$ cat src/hdl/ucmz_pkg.sv
/*
 Constants for the channel mode-zero configuration block: register
 address, field positions, reset values, command codes, thresholds.
 Assumes a host on the device parallel bus with a pointer command.
*/
// Behaviour
// Mode zero shares address zero; the set-pointer-to-zero command selects it.
// Bit 7 turns the receiver idle watchdog on or off.
// Enabled watchdog interrupts after 64 receiver bit periods without FIFO access.
// Watchdog expiry shows as character available in channel and interrupt status.
// Bit 6 is upper receiver level bit, paired with mode-one bit 6.
// Receive FIFO empty after reset; default level interrupts at one byte.
// Bits 5 and 4 pick the transmit empty-position interrupt level.
// Transmit FIFO reports all positions empty after reset, so requests once enabled.
// Level 00 requests only when transmit FIFO fully empty.
// Bit 3 picks FIFO depth: zero eight bytes, one sixteen bytes.
// Bits 2 to 0 pick rate group 000, 001 or 100 only.
// Receive thresholds 1,3,6,8 in eight mode; 1,8,12,16 in sixteen mode.
// Transmit thresholds 8,4,6,1 in eight mode; 16,8,12,1 in sixteen mode.
// Watchdog count restarts on FIFO read, runs only when enabled with data.
package ucmz_pkg;
  localparam logic [1:0] UCMZ_ADDR_MODE = 2'h0;
  localparam logic [3:0] UCMZ_CMD_PTR_ZERO = 4'hB;
  localparam logic [3:0] UCMZ_CMD_PTR_ONE = 4'h1;
  localparam int UCMZ_BIT_WDOG = 7;
  localparam int UCMZ_BIT_RXLVL = 6;
  localparam int UCMZ_BIT_TXLVL_HI = 5;
  localparam int UCMZ_BIT_TXLVL_LO = 4;
  localparam int UCMZ_BIT_DEPTH = 3;
  localparam int UCMZ_BIT_RATE_HI = 2;
  localparam int UCMZ_BIT_RATE_LO = 0;
  localparam logic [7:0] UCMZ_MODE0_RESET = 8'h00;
  localparam logic [7:0] UCMZ_MODE1_RESET = 8'h00;
  localparam logic [2:0] UCMZ_RATE_NORMAL = 3'h0;
  localparam logic [2:0] UCMZ_RATE_EXT1 = 3'h1;
  localparam logic [2:0] UCMZ_RATE_EXT2 = 3'h4;
  localparam logic [6:0] UCMZ_WDOG_BITS = 7'h40;
  localparam logic [4:0] UCMZ_DEPTH_8 = 5'h08;
  localparam logic [4:0] UCMZ_DEPTH_16 = 5'h10;
  typedef enum logic [1:0] {
    UCMZ_PTR_MODE_ZERO = 2'b00,
    UCMZ_PTR_MODE_ONE = 2'b01,
    UCMZ_PTR_MODE_TWO = 2'b10
  } ucmz_ptr_t;

  // Receive fill threshold: index {upper, lower}, depth bit
  function automatic logic [4:0] ucmz_rx_thr(input logic [1:0] sel, input logic deep);
    logic [4:0] t;
    t = 5'h01;
    case (sel)
      2'b00: t = 5'h01;
      2'b01: t = deep ? 5'h08 : 5'h03;
      2'b10: t = deep ? 5'h0C : 5'h06;
      2'b11: t = deep ? UCMZ_DEPTH_16 : UCMZ_DEPTH_8;
      default: t = 5'h01;
    endcase
    return t;
  endfunction : ucmz_rx_thr

  function automatic logic [4:0] ucmz_tx_thr(input logic [1:0] sel, input logic deep);
    logic [4:0] t;
    t = 5'h01;
    case (sel)
      2'b00: t = deep ? UCMZ_DEPTH_16 : UCMZ_DEPTH_8;
      2'b01: t = deep ? 5'h08 : 5'h04;
      2'b10: t = deep ? 5'h0C : 5'h06;
      2'b11: t = 5'h01;
      default: t = 5'h01;
    endcase
    return t;
  endfunction : ucmz_tx_thr
endpackage : ucmz_pkg

$ cat src/hdl/ucmz_top.sv
/*
 Channel mode-zero configuration and interrupt level logic.
 Assumes the FIFO counts and bus strobes are synchronous to REF_CLK_I.
*/
module ucmz_top (
  input wire logic REF_CLK_I,
  input wire logic NRST_I,
  input wire logic [1:0] ADDR_I,
  input wire logic WR_I,
  input wire logic RD_I,
  input wire logic [7:0] WDATA_I,
  output logic [7:0] RDATA_O,
  input wire logic CMD_VALID_I,
  input wire logic [3:0] CMD_I,
  input wire logic [4:0] RX_COUNT_I,
  input wire logic [4:0] TX_COUNT_I,
  input wire logic RX_FIFO_READ_I,
  input wire logic RX_BIT_TICK_I,
  input wire logic TX_ENABLE_I,
  output logic RX_CHAR_AVAILABLE_O,
  output logic RX_INT_REQ_O,
  output logic TX_INT_REQ_O,
  output logic QUEUE_DEPTH_SELECT_O,
  output logic [2:0] RATE_GROUP_SELECT_O,
  output logic RATE_GROUP_ILLEGAL_O
);
  import ucmz_pkg::*;

  logic rst_meta_q;
  logic rst_n_q;
  logic [7:0] channel_a_mode_zero_q;
  logic [7:0] mode_register_one_q;
  ucmz_ptr_t ptr_q;
  logic access;
  logic deep;
  logic [4:0] rx_limit;
  logic [4:0] tx_free;
  logic [4:0] rx_thr;
  logic [4:0] tx_thr;
  logic wdog_expired;

  always_ff @(posedge REF_CLK_I or negedge NRST_I) begin
    if (!NRST_I) begin
      rst_meta_q <= 1'b0;
      rst_n_q <= 1'b0;
    end else begin
      rst_meta_q <= 1'b1;
      rst_n_q <= rst_meta_q;
    end
  end

  assign access = (WR_I || RD_I) && ADDR_I == UCMZ_ADDR_MODE;

  // Pointer: command steers address zero; each access walks to the next register, stopping at mode two
  always_ff @(posedge REF_CLK_I or negedge rst_n_q) begin
    if (!rst_n_q) begin
      ptr_q <= UCMZ_PTR_MODE_ONE;
    end else if (CMD_VALID_I && CMD_I == UCMZ_CMD_PTR_ZERO) begin
      ptr_q <= UCMZ_PTR_MODE_ZERO;
    end else if (CMD_VALID_I && CMD_I == UCMZ_CMD_PTR_ONE) begin
      ptr_q <= UCMZ_PTR_MODE_ONE;
    end else if (access) begin
      case (ptr_q)
        UCMZ_PTR_MODE_ZERO: ptr_q <= UCMZ_PTR_MODE_ONE;
        UCMZ_PTR_MODE_ONE: ptr_q <= UCMZ_PTR_MODE_TWO;
        UCMZ_PTR_MODE_TWO: ptr_q <= UCMZ_PTR_MODE_TWO;
        default: ptr_q <= UCMZ_PTR_MODE_ONE;
      endcase
    end
  end

  always_ff @(posedge REF_CLK_I or negedge rst_n_q) begin
    if (!rst_n_q) begin
      channel_a_mode_zero_q <= UCMZ_MODE0_RESET;
    end else if (WR_I && ADDR_I == UCMZ_ADDR_MODE && ptr_q == UCMZ_PTR_MODE_ZERO) begin
      channel_a_mode_zero_q <= WDATA_I;
    end
  end

  // Mode one kept only for its receiver level bit; rest belongs elsewhere
  always_ff @(posedge REF_CLK_I or negedge rst_n_q) begin
    if (!rst_n_q) begin
      mode_register_one_q <= UCMZ_MODE1_RESET;
    end else if (WR_I && ADDR_I == UCMZ_ADDR_MODE && ptr_q == UCMZ_PTR_MODE_ONE) begin
      mode_register_one_q <= WDATA_I;
    end
  end

  always_ff @(posedge REF_CLK_I or negedge rst_n_q) begin
    if (!rst_n_q) begin
      RDATA_O <= 8'h00;
    end else if (RD_I && ADDR_I == UCMZ_ADDR_MODE) begin
      case (ptr_q)
        UCMZ_PTR_MODE_ZERO: RDATA_O <= channel_a_mode_zero_q;
        UCMZ_PTR_MODE_ONE: RDATA_O <= mode_register_one_q;
        default: RDATA_O <= 8'h00;
      endcase
    end
  end

  assign deep = channel_a_mode_zero_q[UCMZ_BIT_DEPTH];
  assign rx_limit = deep ? UCMZ_DEPTH_16 : UCMZ_DEPTH_8;
  // Counts at or above the selected 8- or 16-byte depth are clamped; the FIFO owner must honour depth
  assign tx_free = (TX_COUNT_I >= rx_limit) ? 5'h00 : rx_limit - TX_COUNT_I;
  assign rx_thr = ucmz_rx_thr({channel_a_mode_zero_q[UCMZ_BIT_RXLVL],
                               mode_register_one_q[UCMZ_BIT_RXLVL]}, deep);
  assign tx_thr = ucmz_tx_thr(channel_a_mode_zero_q[UCMZ_BIT_TXLVL_HI:UCMZ_BIT_TXLVL_LO],
                              deep);

  ucmz_wdog u_wdog (
    .clk_i(REF_CLK_I),
    .rst_n_i(rst_n_q),
    .enable_i(channel_a_mode_zero_q[UCMZ_BIT_WDOG]),
    .has_data_i(RX_COUNT_I != 5'h00),
    .fifo_read_i(RX_FIFO_READ_I),
    .bit_tick_i(RX_BIT_TICK_I),
    .expired_o(wdog_expired)
  );

  // Status bit tracks data presence, so an empty FIFO after reset reads zero
  always_ff @(posedge REF_CLK_I or negedge rst_n_q) begin
    if (!rst_n_q) begin
      RX_CHAR_AVAILABLE_O <= 1'b0;
      RX_INT_REQ_O <= 1'b0;
      TX_INT_REQ_O <= 1'b0;
    end else begin
      RX_CHAR_AVAILABLE_O <= (RX_COUNT_I != 5'h00);
      RX_INT_REQ_O <= (RX_COUNT_I >= rx_thr) || wdog_expired;
      TX_INT_REQ_O <= TX_ENABLE_I && (tx_free >= tx_thr);
    end
  end

  assign QUEUE_DEPTH_SELECT_O = deep;
  assign RATE_GROUP_SELECT_O = channel_a_mode_zero_q[UCMZ_BIT_RATE_HI:UCMZ_BIT_RATE_LO];
  assign RATE_GROUP_ILLEGAL_O = !(RATE_GROUP_SELECT_O == UCMZ_RATE_NORMAL ||
                                  RATE_GROUP_SELECT_O == UCMZ_RATE_EXT1 ||
                                  RATE_GROUP_SELECT_O == UCMZ_RATE_EXT2);
endmodule : ucmz_top

$ cat src/hdl/ucmz_wdog.sv
/*
 Receiver idle watchdog: counts receiver 1x bit ticks with no FIFO read.
 Assumes the tick is a one-cycle pulse synchronous to the device clock.
*/
module ucmz_wdog (
  input wire logic clk_i,
  input wire logic rst_n_i,
  input wire logic enable_i,
  input wire logic has_data_i,
  input wire logic fifo_read_i,
  input wire logic bit_tick_i,
  output logic expired_o
);
  import ucmz_pkg::*;
  logic [6:0] count_q;

  // Count held at limit so expiry stays up until the FIFO is read or emptied, or the watchdog is disabled
  always_ff @(posedge clk_i or negedge rst_n_i) begin
    if (!rst_n_i) begin
      count_q <= 7'h00;
    end else if (fifo_read_i || !enable_i || !has_data_i) begin
      count_q <= 7'h00;
    end else if (bit_tick_i && count_q != UCMZ_WDOG_BITS) begin
      count_q <= count_q + 7'h01;
    end
  end

  assign expired_o = (count_q == UCMZ_WDOG_BITS);
endmodule : ucmz_wdog

$ cat config.mk
export PLATFORM = sky130hd
export DESIGN_NAME = ucmz_top
export DESIGN_NICKNAME = d
export VERILOG_FILES = /design/src/hdl/ucmz_pkg.sv /design/src/hdl/ucmz_top.sv /design/src/hdl/ucmz_wdog.sv
export SDC_FILE = /design/constraint.sdc
export NUM_CORES = 1
export LEC_CHECK = 0
export BUFFER_PORTS_ARGS = -buffer_cell sky130_fd_sc_hd__buf_2
export CORE_MARGIN = 10
export CORE_UTILIZATION = 40
export DETAILED_ROUTE_END_ITERATION = 10
export PLACE_DENSITY = 0.67
export SLEW_MARGIN = 20
export SYNTH_ARGS = -nofsm -noshare
export SYNTH_HDL_FRONTEND = slang
export SYNTH_SLANG_ARGS = --single-unit
$ cat constraint.sdc
create_clock -name REF_CLK_I -period 1.25 [get_ports REF_CLK_I]
set_input_delay 0.1875 -clock REF_CLK_I [delete_from_list [all_inputs] [get_ports REF_CLK_I]]
set_output_delay 0.1875 -clock REF_CLK_I [all_outputs]
set_load 0.01 [all_outputs]
==> results.yml <==
yosys:
  yosysWarnings: 0
  syn_area_um2: 2130
  ys.flop_type: "dfrtp_1"
  synth_mux_area_frac: 0.0834
  synth_edf_count: 0
  synth_top_family_by_area: "simple AND/OR/NAND/NOR gates"
  synthXorXnorAreaFrac: 0.0452
  ys_seq_area_frac: 0.447
  synth_nets: 261
  ys_types: 38
  syn_area_per_cell_um2: 10.0
  synthArstFlopShare: 1.00
  yosys.area_share.simple: 0.141
  netlist_instances: 212
  synth_fa_ha_area_frac: 0.0999
  synth_compound_area_frac: 0.126
  ys_ff_latch: 38
clock_tree:
  root_buffer: "clkbuf_8"
  clockBufferDepth: 2
  tritoncts: "done"
  clkTransAtPathRegs_ns: 0.08
  htreeDepth: 2
  clkSinkCount: 38
  clk_latency_ns: 0.29
  numCtsBuffers: 5
global_route:
  grt_overflow: 0
  grt_pass1_wl_um: 8830
  grt_pass1_vias: 1866
  antenna_found_initial: 0
  grt_max_degree: 33
  gr-usage-all-layers: 0.126
sta:
  clock.fmax_mhz: 489
  rsz0062_at_grt: "true"
  slew_violations: 0
  hold_viol: 0
  fin_crit_sh: 1.64
  setup_ws_ns: -0.794
  min_period_ns: 2.04
  setup_violations: 25
  clock_skew_ns: 0.00162
layout:
  layout.nets: 345
  layout-drive-gt1-share: 0.512
  multi_input_area_um2: 1350
  n_antenna_cell: 0
  area_growth_pct: 47.9
  final-seq-area_um2: 953
  final_core_util: 0.613
  fillers: 434
  final_area_um2: 3150
critical_path:
  cp-end-kind: "flop"
  required_ns: 1.43
  critPathKind: "reg -> reg"
  path_buf_inv: 1
  cp_cell_sequence: "inv_4, ha_4, nor4b_4, o21ai_2, a32oi_2, and2_1, ha_1, nand4_1, a21oi_1, o21ai_1, o21ai_1"
  crit_slowest_cell: "dfrtp_2"
  cp.arrival_ns: 2.23
  cp_max_fo: 3
  max_stage_delay_ns: 0.39
  cp_top_family: "compound AO/OA/AOI/OAI gates"
  cpMostUsedCell: "o21ai_1"
  cp-start-kind: "flop"
power:
  leakagePower_nw: 1.47
  ir_worst_vdd_mv: 1.05
  power_mw: 5.78
  p_per_area_nw_per_um2: 1840
placed_design:
  placed_area_um2: 2760
  io_buffers: 47
  dpl.hpwl_um: 3960
  gp_congestion: 0.798
  place_ws_ns: -0.840
flow_run:
  max_cap_viol_count: 0
floorplan:
  start_util: 0.414
  die-height_um: 93.0
  dieArea_um2: 8640
  die_w_um: 93.0
  core_um2: 5140
  io_pins: 48
  row_count: 26
outcome:
  violations: "setup timing"
  status: "complete, but fails checks"
detailed_routing:
  dr_total_vias: 1792
  drc: 0
  drt_wl_total_um: 5410
  vias_per_cell: 4.88
  post_drt_wl_per_cell_um: 14.7
  ant_nets: 0
  firstDrtPassIters: 4
  drtIter0Drc: 49
hold_path:
  hp-class: "in -> reg"
-- area by class of cell --
class | count | area share
clock buffer | 6 | 0.0262
clock inverter | 2 | 0.00397
inverter | 15 | 0.0187
multi-input combinational | 148 | 0.429
sequential | 38 | 0.303
tap | 70 | 0.0278
timing repair buffer | 88 | 0.192
-- cell usage in the layout (no fill, tap or decap), types with 4 or more instances in the layout --
cell / Yosys / routed
mux2_4: 0 / 14
nor2_1: 22 / 21
ha_1: 17 / 10
nand4_1: 4 / 4
a22oi_2: 0 / 8
nand2_1: 9 / 7
buf_2: 2 / 47
inv_1: 15 / 10
xor2_1: 7 / 7
ha_4: 0 / 6
buf_6: 0 / 7
and2_1: 4 / 4
dfrtp_1: 37 / 36
clkbuf_8: 0 / 6
inv_2: 0 / 4
a21oi_1: 16 / 13
buf_4: 4 / 30
-- power by group --
part           total (mW)  switching (mW)  internal, mW
logic                2.99            1.36          1.63
clock network       0.894           0.451         0.443
registers            1.90           0.301          1.60
-- metal layers --
metal,wire length (um),GRT usage,share of wire
met5,0,0,0
met4,53,0.0386,0.0098
met3,329,0.0452,0.061
met2,2600,0.203,0.48
met1,2430,0.155,0.45
-- synthesized netlist by cell type (all sizes together), types with 2 or more instances --
library cell  instances  area [um2]
dfrtp                37         926
nor2                 22        82.6
ha                   17         213
a21oi                16        80.1
inv                  15        56.3
mux2                 14         158
nand2                 9        33.8
a22oi                 8        60.1
o21ai                 8        40.0
xor2                  7        61.3
buf                   6        40.0
clkbuf                5        22.5
and2                  4        25.0
nand4                 4        25.0
nor3                  4        20.0
xnor2                 4        35.0
a21o                  3        22.5
and3                  3        18.8
nand3                 3        15.0
nor4                  3        18.8
a211oi                2        15.0
mux2i                 2        20.0
nand2b                2        12.5
nand3b                2        15.0
or3                   2        12.5
-- worst reg2reg max path, cell delays in order (launching register included) --
cell and delay, ns:
dfrtp_2 0.39, inv_4 0.04, ha_4 0.26, nor4b_4 0.23, o21ai_2 0.10, a32oi_2 0.20, and2_1 0.18, ha_1 0.22
nand4_1 0.09, a21oi_1 0.05, o21ai_1 0.11, o21ai_1 0.07
-- through the flow --
step | std cells | hold slack (ns) | TNS, ns
floorplan | 212 | -0.108 | -5.28
global placement | 347 | -0.0269 | -4.21
detailed placement | 347 | -0.0266 | -5.11
CTS | 360 | 0.0432 | -4.43
global route | 367 | 0.0539 | -5.93
finish | 367 | 0.0487 | -4.95
-- cells by family (layout without fill, tap and decap cells) --
| kind of cell | count (synthesis) | after routing |
|---|---|---|
| compound gates | 43 | 43 |
| xor+xnor | 11 | 11 |
| fa+ha+maj | 17 | 17 |
| buf+inv | 26 | 111 |
| flops | 38 | 38 |
| mux | 16 | 16 |
| other cells | 1 | 1 |
| simple gates | 60 | 60 |
-- sequential cells by signal (all words and copies together) (netlist names) --
signal	cells
RDATA_O	8
RX_CHAR_AVAILABLE_O	1
RX_INT_REQ_O	1
TX_INT_REQ_O	1
channel_a_mode_zero_q	8
mode_register_one_q	8
ptr_q	2
rst_meta_q	1
rst_n_q	1
u_wdog.count_q	7
-- final timing paths --
kind / from / endpoint / slack [ns] / depth (start not counted)
worst max-delay path: channel_a_mode_zero_q[3] / TX_INT_REQ_O / -0.79 / 11
worst min-delay path: CMD_I[1] / ptr_q[0] / 0.05 / 2
worst max register to register: channel_a_mode_zero_q[3] / TX_INT_REQ_O / -0.79 / 11
worst min register to register: rst_n_q / u_wdog.count_q[3] / 0.12 / 0
max in group asynchronous: rst_n_q / ptr_q[0] / 0.60 / 1
min in group asynchronous: rst_n_q / u_wdog.count_q[3] / 0.12 / 0
-- repair_timing --
action | 4_1_cts | 5_1_grt
hold buffers | 1 | 0
setup buffers | 5 | 9
endpoints found under the hold margin | 2 | 0
resized for setup | 22 | 24
pin swaps | 24 | 10
endpoints found under the setup margin | 32 | 35
Note: power is estimated with default switching activity, not from simulation.
